### config.mk
export PLATFORM = sky130hd
export DESIGN_NAME = pfs_power_fault_regs
export DESIGN_NICKNAME = d
export VERILOG_FILES = /design/src/rtl/pfs_pkg.sv /design/src/rtl/pfs_deadline_timer.sv /design/src/rtl/pfs_power_fault_regs.sv /design/src/rtl/pfs_sticky_bit.sv
export SDC_FILE = /design/constraint.sdc
export NUM_CORES = 1
export LEC_CHECK = 0
export ABC_AREA = 1
export BUFFER_PORTS_ARGS = -buffer_cell sky130_fd_sc_hd__buf_2
export CELL_PAD_IN_SITES_DETAIL_PLACEMENT = 1
export CELL_PAD_IN_SITES_GLOBAL_PLACEMENT = 2
export CORE_ASPECT_RATIO = 0.7
export CORE_MARGIN = 2
export CORE_UTILIZATION = 34
export CTS_BUF_LIST = sky130_fd_sc_hd__clkbuf_8
export CTS_CLUSTER_DIAMETER = 40
export DETAILED_ROUTE_END_ITERATION = 16
export HOLD_SLACK_MARGIN = 0.05
export PLACE_DENSITY_LB_ADDON = 0.1
export SETUP_SLACK_MARGIN = 0.1
export SLEW_MARGIN = 20
export SYNTH_ARGS = -nofsm -noshare
export SYNTH_HDL_FRONTEND = slang
export SYNTH_SLANG_ARGS = --single-unit
### constraint.sdc
create_clock -name i_ref_clk -period 2.1 [get_ports i_ref_clk]
set_input_delay 0.315 -clock i_ref_clk [delete_from_list [all_inputs] [get_ports i_ref_clk]]
set_output_delay 0.315 -clock i_ref_clk [all_outputs]
set_load 0.01 [all_outputs]
### src/rtl/pfs_pkg.sv
// Package for the power and fault status register pair.
// Assumes a single 40 MHz core clock; all figures are held here once.
package pfs_pkg;

  // --------------------------------------------------------------------------
  // Register map
  // --------------------------------------------------------------------------
  localparam logic [7:0] PFS_ADDR_POWER_STATUS = 8'h1E;
  localparam logic [7:0] PFS_ADDR_FAULT_STATUS = 8'h1F;
  localparam logic [7:0] PFS_POWER_STATUS_RST  = 8'h08;
  localparam logic [7:0] PFS_FAULT_STATUS_RST  = 8'h80;
  localparam logic [7:0] PFS_FAULT_IMPL_MASK   = 8'hB3;
  localparam logic [7:0] PFS_FAULT_SWRST_MASK  = 8'h33;

  // --------------------------------------------------------------------------
  // Power status bit positions
  // --------------------------------------------------------------------------
  localparam int PFS_PS_DEBUG_ACCESSORY_ATTACHED   = 7;
  localparam int PFS_PS_INIT_PEND   = 6;
  localparam int PFS_PS_SRC_HIGH    = 5;
  localparam int PFS_PS_SRC_BUS     = 4;
  localparam int PFS_PS_DETECT_ON   = 3;
  localparam int PFS_PS_BUS_PRESENT = 2;
  localparam int PFS_PS_CABLE_PRES  = 1;
  localparam int PFS_PS_SINKING     = 0;

  // --------------------------------------------------------------------------
  // Fault status bit positions
  // --------------------------------------------------------------------------
  localparam int PFS_FS_REGS_DEFAULT = 7;
  localparam int PFS_FS_AUTO_DISCHARGE_ENABLE   = 5;
  localparam int PFS_FS_FORCED_DISCHARGE_ENABLE  = 4;
  localparam int PFS_FS_CABLE_OCP    = 1;
  localparam int PFS_FS_CMD_ERROR    = 0;

  // --------------------------------------------------------------------------
  // Power commands and minimum transmit byte count
  // --------------------------------------------------------------------------
  localparam logic [7:0] PFS_CMD_BUS_DETECT_OFF = 8'h22;
  localparam logic [7:0] PFS_CMD_START_SINKING  = 8'h55;
  localparam logic [7:0] PFS_CMD_SOURCE_DEFAULT = 8'h77;
  localparam logic [7:0] PFS_CMD_SOURCE_HIGH    = 8'h88;
  localparam logic [7:0] PFS_MIN_TX_BYTES       = 8'h02;

  // --------------------------------------------------------------------------
  // Timing
  // --------------------------------------------------------------------------
  localparam int PFS_CLK_KHZ        = 40_000;
  localparam int PFS_T_SAFE5V_MS    = 275;
  localparam int PFS_T_SAFE0V_MS    = 650;
  localparam int PFS_T_SRC_SETTLE_MS = 275;
  localparam int PFS_SAFE5V_CYC     = PFS_T_SAFE5V_MS * PFS_CLK_KHZ;
  localparam int PFS_SAFE0V_CYC     = PFS_T_SAFE0V_MS * PFS_CLK_KHZ;
  localparam int PFS_SRC_SETTLE_CYC = PFS_T_SRC_SETTLE_MS * PFS_CLK_KHZ;

endpackage

### src/rtl/pfs_deadline_timer.sv
// Deadline supervisor: flags when a goal is not met in time after a start.
// Assumes i_limit is at least one and stays steady while running.
`timescale 1ns/1ps
module pfs_deadline_timer #(
  parameter int W = 32
) (
  input  wire logic         i_ref_clk,
  input  wire logic         i_reset_n,
  input  wire logic         i_start,
  input  wire logic         i_arm,
  input  wire logic         i_done,
  input  wire logic [W-1:0] i_limit,
  output logic              o_expired
);
  import pfs_pkg::*;

  logic         running;
  logic [W-1:0] count;
  logic         last_cycle;

  assign last_cycle = running && i_arm && !i_done && !i_start
                      && (count == i_limit - W'(1));

  always_ff @(posedge i_ref_clk or negedge i_reset_n) begin
    if (!i_reset_n) begin
      running <= 1'b0;
      count   <= '0;
    end else if (i_start && i_arm) begin
      running <= 1'b1;
      count   <= '0;
    end else if (running) begin
      if (!i_arm || i_done || last_cycle) begin
        running <= 1'b0;
      end else begin
        count <= count + W'(1);
      end
    end
  end

  always_ff @(posedge i_ref_clk or negedge i_reset_n) begin
    if (!i_reset_n) begin
      o_expired <= 1'b0;
    end else begin
      o_expired <= last_cycle;
    end
  end

endmodule

### src/rtl/pfs_power_fault_regs.sv
// Power status and fault status registers of a port controller.
// Assumes register accesses and all status inputs are in the core clock domain.
`timescale 1ns/1ps
module pfs_power_fault_regs #(
  parameter int unsigned SAFE5V_CYC     = pfs_pkg::PFS_SAFE5V_CYC,
  parameter int unsigned SAFE0V_CYC     = pfs_pkg::PFS_SAFE0V_CYC,
  parameter int unsigned SRC_SETTLE_CYC = pfs_pkg::PFS_SRC_SETTLE_CYC
) (
  input  wire logic       i_ref_clk,
  input  wire logic       i_reset_n,
  input  wire logic [7:0] i_reg_addr,
  input  wire logic       i_reg_wr,
  input  wire logic [7:0] i_reg_wdata,
  input  wire logic       i_reg_rd,
  output logic      [7:0] o_reg_rdata,
  input  wire logic       i_debug_accessory_attached,
  input  wire logic       i_controller_init_pending,
  input  wire logic       i_sourcing_high_voltage,
  input  wire logic       i_source_switch_output,
  input  wire logic       i_sourcing_enabled,
  input  wire logic       i_bus_present_detect_on,
  input  wire logic       i_bus_power_present,
  input  wire logic       i_cable_supply_detected,
  input  wire logic       i_cable_supply_enable,
  input  wire logic       i_sink_switch_output,
  input  wire logic       i_software_reset,
  input  wire logic       i_auto_discharge_enable,
  input  wire logic       i_disconnect_detected,
  input  wire logic       i_bus_below_safe5v,
  input  wire logic       i_bus_below_safe0v,
  input  wire logic       i_forced_discharge_enable,
  input  wire logic       i_stop_level_at_safe0v,
  input  wire logic       i_bus_below_stop_level,
  input  wire logic       i_cable_supply_overcurrent,
  input  wire logic       i_cmd_valid,
  input  wire logic [7:0] i_cmd_code,
  input  wire logic       i_can_source_high,
  input  wire logic       i_sink_transmit_req,
  input  wire logic [7:0] i_transmit_byte_count,
  input  wire logic       i_connect_invalid,
  output logic            o_cmd_accept,
  output logic            o_power_change_event,
  output logic            o_forced_discharge_end
);
  import pfs_pkg::*;

  logic [7:0] power_status;
  logic [7:0] next_power_status;
  logic [7:0] fault_status;
  logic [7:0] fault_set;
  logic [7:0] fault_clear;
  logic       sourcing;
  logic       sinking;
  logic       cmd_conflict;
  logic       tx_short;
  logic       forced_prev;
  logic       forced_start;
  logic       safe5_late;
  logic       safe0_late;
  logic       forced_late;
  logic [31:0] forced_limit;

  // --------------------------------------------------------------------------
  // Power status capture
  // --------------------------------------------------------------------------
  assign sourcing = i_source_switch_output && i_sourcing_enabled;
  assign sinking  = i_sink_switch_output;

  always_comb begin
    next_power_status                     = 8'h00;
    next_power_status[PFS_PS_DEBUG_ACCESSORY_ATTACHED]   = i_debug_accessory_attached;
    next_power_status[PFS_PS_INIT_PEND]   = i_controller_init_pending;
    next_power_status[PFS_PS_SRC_HIGH]    = i_sourcing_high_voltage;
    next_power_status[PFS_PS_SRC_BUS]     = sourcing;
    next_power_status[PFS_PS_DETECT_ON]   = i_bus_present_detect_on;
    next_power_status[PFS_PS_BUS_PRESENT] = i_bus_power_present;
    next_power_status[PFS_PS_CABLE_PRES]  = i_cable_supply_detected
                                            && i_cable_supply_enable;
    next_power_status[PFS_PS_SINKING]     = sinking;
  end

  always_ff @(posedge i_ref_clk or negedge i_reset_n) begin
    if (!i_reset_n) begin
      power_status <= PFS_POWER_STATUS_RST;
    end else begin
      power_status <= next_power_status;
    end
  end

  always_ff @(posedge i_ref_clk or negedge i_reset_n) begin
    if (!i_reset_n) begin
      o_power_change_event <= 1'b0;
    end else begin
      o_power_change_event <= (next_power_status != power_status);
    end
  end

  // --------------------------------------------------------------------------
  // Command screening
  // --------------------------------------------------------------------------
  always_comb begin
    cmd_conflict = 1'b0;
    case (i_cmd_code)
      PFS_CMD_BUS_DETECT_OFF: cmd_conflict = sinking || sourcing;
      PFS_CMD_START_SINKING:  cmd_conflict = sourcing;
      PFS_CMD_SOURCE_DEFAULT: cmd_conflict = sinking;
      PFS_CMD_SOURCE_HIGH:    cmd_conflict = !(sourcing && !i_sourcing_high_voltage)
                                             || sinking || !i_can_source_high;
      default:                cmd_conflict = 1'b0;
    endcase
  end

  assign o_cmd_accept = i_cmd_valid && !cmd_conflict;
  assign tx_short     = i_sink_transmit_req && (i_transmit_byte_count < PFS_MIN_TX_BYTES);

  // --------------------------------------------------------------------------
  // Discharge supervision
  // --------------------------------------------------------------------------
  always_ff @(posedge i_ref_clk or negedge i_reset_n) begin
    if (!i_reset_n) begin
      forced_prev <= 1'b0;
    end else begin
      forced_prev <= i_forced_discharge_enable;
    end
  end

  assign forced_start = i_forced_discharge_enable && !forced_prev;
  assign forced_limit = i_stop_level_at_safe0v ? 32'(SAFE0V_CYC) : 32'(SRC_SETTLE_CYC);
  assign o_forced_discharge_end = i_forced_discharge_enable && i_bus_below_safe0v;

  pfs_deadline_timer #(.W(32)) u_auto_safe5 (
    .i_ref_clk (i_ref_clk),
    .i_reset_n (i_reset_n),
    .i_start   (i_disconnect_detected),
    .i_arm     (i_auto_discharge_enable),
    .i_done    (i_bus_below_safe5v),
    .i_limit   (32'(SAFE5V_CYC)),
    .o_expired (safe5_late)
  );

  pfs_deadline_timer #(.W(32)) u_auto_safe0 (
    .i_ref_clk (i_ref_clk),
    .i_reset_n (i_reset_n),
    .i_start   (i_disconnect_detected),
    .i_arm     (i_auto_discharge_enable),
    .i_done    (i_bus_below_safe0v),
    .i_limit   (32'(SAFE0V_CYC)),
    .o_expired (safe0_late)
  );

  pfs_deadline_timer #(.W(32)) u_forced (
    .i_ref_clk (i_ref_clk),
    .i_reset_n (i_reset_n),
    .i_start   (forced_start),
    .i_arm     (i_forced_discharge_enable),
    .i_done    (i_stop_level_at_safe0v ? i_bus_below_safe0v : i_bus_below_stop_level),
    .i_limit   (forced_limit),
    .o_expired (forced_late)
  );

  // --------------------------------------------------------------------------
  // Fault status
  // --------------------------------------------------------------------------
  always_comb begin
    fault_set                      = 8'h00;
    fault_set[PFS_FS_AUTO_DISCHARGE_ENABLE]   = safe5_late || safe0_late;
    fault_set[PFS_FS_FORCED_DISCHARGE_ENABLE]  = forced_late;
    fault_set[PFS_FS_CABLE_OCP]    = i_cable_supply_overcurrent;
    fault_set[PFS_FS_CMD_ERROR]    = tx_short
                                     || (i_cmd_valid && cmd_conflict)
                                     || i_connect_invalid;
  end

  // Bit 7 has no set source: only power-on defaults raise it
  always_comb begin
    fault_clear = 8'h00;
    if (i_reg_wr && (i_reg_addr == PFS_ADDR_FAULT_STATUS)) begin
      fault_clear = i_reg_wdata & PFS_FAULT_IMPL_MASK;
    end
    if (i_software_reset) begin
      fault_clear = fault_clear | PFS_FAULT_SWRST_MASK;
    end
  end

  for (genvar b = 0; b < 8; b++) begin : g_fault
    if (PFS_FAULT_IMPL_MASK[b]) begin : g_impl
      pfs_sticky_bit #(.RST_VAL(PFS_FAULT_STATUS_RST[b])) u_bit (
        .i_ref_clk (i_ref_clk),
        .i_reset_n (i_reset_n),
        .i_set     (fault_set[b]),
        .i_clear   (fault_clear[b]),
        .o_flag    (fault_status[b])
      );
    end else begin : g_rsvd
      assign fault_status[b] = 1'b0;
    end
  end

  // --------------------------------------------------------------------------
  // Register read port
  // --------------------------------------------------------------------------
  always_ff @(posedge i_ref_clk or negedge i_reset_n) begin
    if (!i_reset_n) begin
      o_reg_rdata <= 8'h00;
    end else if (i_reg_rd) begin
      case (i_reg_addr)
        PFS_ADDR_POWER_STATUS: o_reg_rdata <= power_status;
        PFS_ADDR_FAULT_STATUS: o_reg_rdata <= fault_status;
        default:               o_reg_rdata <= 8'h00;
      endcase
    end
  end
endmodule

### src/rtl/pfs_sticky_bit.sv
// One latched status flag with hardware set and write-one clear.
// Assumes set and clear are single-cycle requests in the core clock domain.
`timescale 1ns/1ps
module pfs_sticky_bit #(
  parameter logic RST_VAL = 1'b0
) (
  input  wire logic i_ref_clk,
  input  wire logic i_reset_n,
  input  wire logic i_set,
  input  wire logic i_clear,
  output logic      o_flag
);
  import pfs_pkg::*;

  // Set wins over a clear in the same cycle
  always_ff @(posedge i_ref_clk or negedge i_reset_n) begin
    if (!i_reset_n) begin
      o_flag <= RST_VAL;
    end else if (i_set) begin
      o_flag <= 1'b1;
    end else if (i_clear) begin
      o_flag <= 1'b0;
    end
  end

endmodule

==> impl_metrics.yaml <==
clock_tree:
  cts_tree: "done"
  cts_buffer_depth: 2
  clkTransAtPathRegs_ps: 80
  htree_levels: 4
  clock_sinks: 125
  cts_buffers: 17
  root_buffer: "clkbuf_8"
  clk_latency_ps: 480
finish:
  layout-drive-gt1-share_pct: 11.3
  final_cell_mix: "nand2_1 (534), nor2_1 (274), nand3_1 (187)"
  n_antenna_cell: 0
  final_common_cell: "nand2_1"
  nets: 1572
  syn2layout_area_growth_pct: 17.1
  nFillCells: 3419
synthesis:
  ys_types: 37
  yosysWarnings: 0
  synthTopCellsByArea: "dfrtp_1 (35%), nand2_1 (23%), nor2_1 (12%)"
  ys_seq_area_share_pct: 35.8
  ys_ff_latch: 125
  syn_inst: 1414
  synth_top_area_share_pct: 35.2
  syn_area_um2: 8730
  syn_avg_cell_area_um2: 6.18
  synthesis.nets: 1476
  yosys.area.top_type: "dfrtp_1"
detailed_routing:
  viasPerCell: 4.89
  wl_per_cell_um: 15.8
  routed-via-count: 9067
  wirelength_um: 29300
  drtIter0Drc: 352
  drc_errors: 0
  drtPass1Iterations: 4
  postRouteAntennaNets: 0
timing:
  hold_violations: 0
  drv_slew: 0
  hold-worst-slack_ps: 109
  skew_ps: 15.2
  setup_viol: 0
  fin_crit_ps: 1910
  rsz0062_at_grt: "false"
  slew_headroom_pct: 68.9
  worst_slew_pin_slew_ps: 466
  setup_tns_ps: 0
  period_share_pct: 91.0
  timing.fmax_mhz: 524
  setup_ws_ps: 190
power:
  switching_share_pct: 32.5
  p_int_mw: 4.26
  power.share.sequential_pct: 45.2
  p_per_area_nw_per_um2: 617
  clockPowerShare_pct: 39.4
  power.switching_mw: 2.05
  max-vdd-ir-drop_v: 0.000367
  power_mw: 6.31
  power_leakage_nw: 4.90
  p_comb_share_pct: 15.4
setup_path:
  crit_family: "buffers and inverters"
  crit_arrival_ps: 1600
  worstPathBufferInverterCount: 4
  worstSetupPathType: "in2out"
  max_stage_delay_ps: 540
  r2r_end: "u_auto_safe5.count[28]$_DFFE_PN0P_"
  rrSetupSlack_ps: 270
  critical_path_peak_fanout: 3
  slowest_stage: "dlygate4sd3_1"
  cp_data_required_time_ps: 1780
  crit_path_frequent_cell: "buf_2"
  r2r-start: "u_auto_safe5.count[1]$_DFFE_PN0P_"
  startpoint_type: "input port"
  cp_cell_sequence: "dlygate4sd3_1 > buf_2 > inv_1 > o21ai_1 > a21o_1 > a31oi_1 > buf_2"
  ff2ff_path_depth: 11
  endpoint_kind: "output pin"
global_route:
  grt-ovfl-total: 0
  antenna_found_initial: 0
  grt_pass1_vias: 9256
  grt_start_max_net_pins: 52
  grt_pass1_wl_um: 48900
  groute.usage.overall_pct: 22.7
floorplan:
  fp.dieH_um: 138
  initial_core_util_pct: 34.3
  dieArea_um2: 27000
  dieWidth_um: 196
  core_area_um2: 25400
  io_pins: 70
  row_count: 49
worst_hold_path:
  min_to: "g_fault[0].g_impl.u_bit.o_flag$_DFFE_PN0P_"
  holdPathStages: 3
  hold_path.class: "in2reg"
  min_from: "i_sink_transmit_req"
placed_design:
  gp_congestion: 0.879
  dpl_worst_slack_ps: 201
  dpl.hpwl_um: 22100
  io_buffer_count: 65
flow_run:
  max-cap-violations: 0
outcome:
  outcome: "finished clean"
layout make-up:
cell class                      instances  area [µm²]  area share [%]
Clock buffer                           17         234            2.29
Clock inverter                         15         210            2.06
Inverter                              116         435            4.26
Multi-Input combinational cell       1133        5000            48.9
Sequential cell                       125        3130            30.6
Tap cell                              331         414            4.05
Timing Repair Buffer                  117         798            7.81
sequential cells by signal, summed over array words and instances (netlist names), 5 cells and up:
name / cells
power_status: 8
u_auto_safe5.count: 32
o_reg_rdata: 8
u_auto_safe0.count: 32
u_forced.count: 32
g_fault.g_impl.u_bit.o_flag: 5
synth_stat cells:
library cell	n
a211oi_4	1
a21o_1	1
a21oi_1	2
a31o_2	2
a31oi_1	7
buf_1	1
buf_2	14
buf_4	3
buf_6	1
clkbuf_1	21
clkinv_1	1
dfrtp_1	123
dfstp_2	2
ha_1	3
inv_1	114
inv_2	1
nand2_1	536
nand2_2	12
nand2_4	3
nand3_1	187
nand3_2	1
nand3b_1	1
nand4_1	28
nor2_1	277
nor2_2	4
nor2_4	1
nor3_1	7
nor3b_1	1
nor4_1	3
o211ai_1	1
o21ai_0	6
o21ai_1	1
o21bai_2	1
or2_1	2
or2_2	1
xnor2_1	12
xor2_1	32
per-layer routing:
metal  GRT usage [%]  routed length, µm  vias up
li1                -                  -     4617
met1            33.2              15500     4328
met2            35.6              12700      105
met3            3.56                874       17
met4            4.22                209        0
met5               0                  0        -
tightest hold or removal path: stages:
cell and delay (ps):
buf_2 80, a31oi_1 80, nand3_1 70
power groups by stage:
stage | clock network [mW] | logic (mW) | registers, mW
floorplan | 0 | 0.614 | 2.81
global placement | 0 | 0.938 | 2.89
detailed placement | 0 | 0.965 | 2.89
CTS | 2.57 | 0.988 | 2.85
global route | 2.64 | 1.13 | 2.89
finish | 2.49 | 0.974 | 2.85
repair_timing:
action,CTS,global route
endpoints found under the hold margin,45,0
hold buffers,13,0
gates resized for setup,0,14
buffers inserted,0,0
setup endpoints to repair,0,91
per-stage QoR:
step / util [%] / instance area (µm²) / instances
after floorplan: - / 8730 / 1414
after global placement: 37.8 / 9610 / 1809
after detailed placement: 37.8 / 9610 / 1809
after CTS: 40.0 / 10200 / 1854
after global routing: 40.2 / 10200 / 1854
final: 40.2 / 10200 / 1854
worst max path at each step:
stage                                      start                                 end  slack, ps  cells after the start
6_report                    i_sink_switch_output                        o_cmd_accept        190                      7
5_1_grt                     i_sink_switch_output                        o_cmd_accept        100                      7
3_5_place_dp       u_forced.count[1]$_DFFE_PN0P_      u_forced.count[24]$_DFFE_PN0P_        200                     10
2_1_floorplan  u_auto_safe0.count[0]$_DFFE_PN0P_  u_auto_safe0.count[21]$_DFFE_PN0P_        360                     11
3_3_place_gp   u_auto_safe0.count[0]$_DFFE_PN0P_   u_auto_safe0.count[5]$_DFFE_PN0P_        250                     10
4_1_cts                     i_sink_switch_output                        o_cmd_accept        150                      7
cell families after synthesis:
group,after synthesis,share of synthesized area [%]
buffers and inverters,156,7.12
AOI/OAI and AO/OA,22,1.75
and+or+nand+nor,1064,50.4
DFF,125,35.8
adders and majority gates,3,0.430
xor gates and xnor gates,44,4.41
Note: power is estimated with default switching activity, not from simulation.
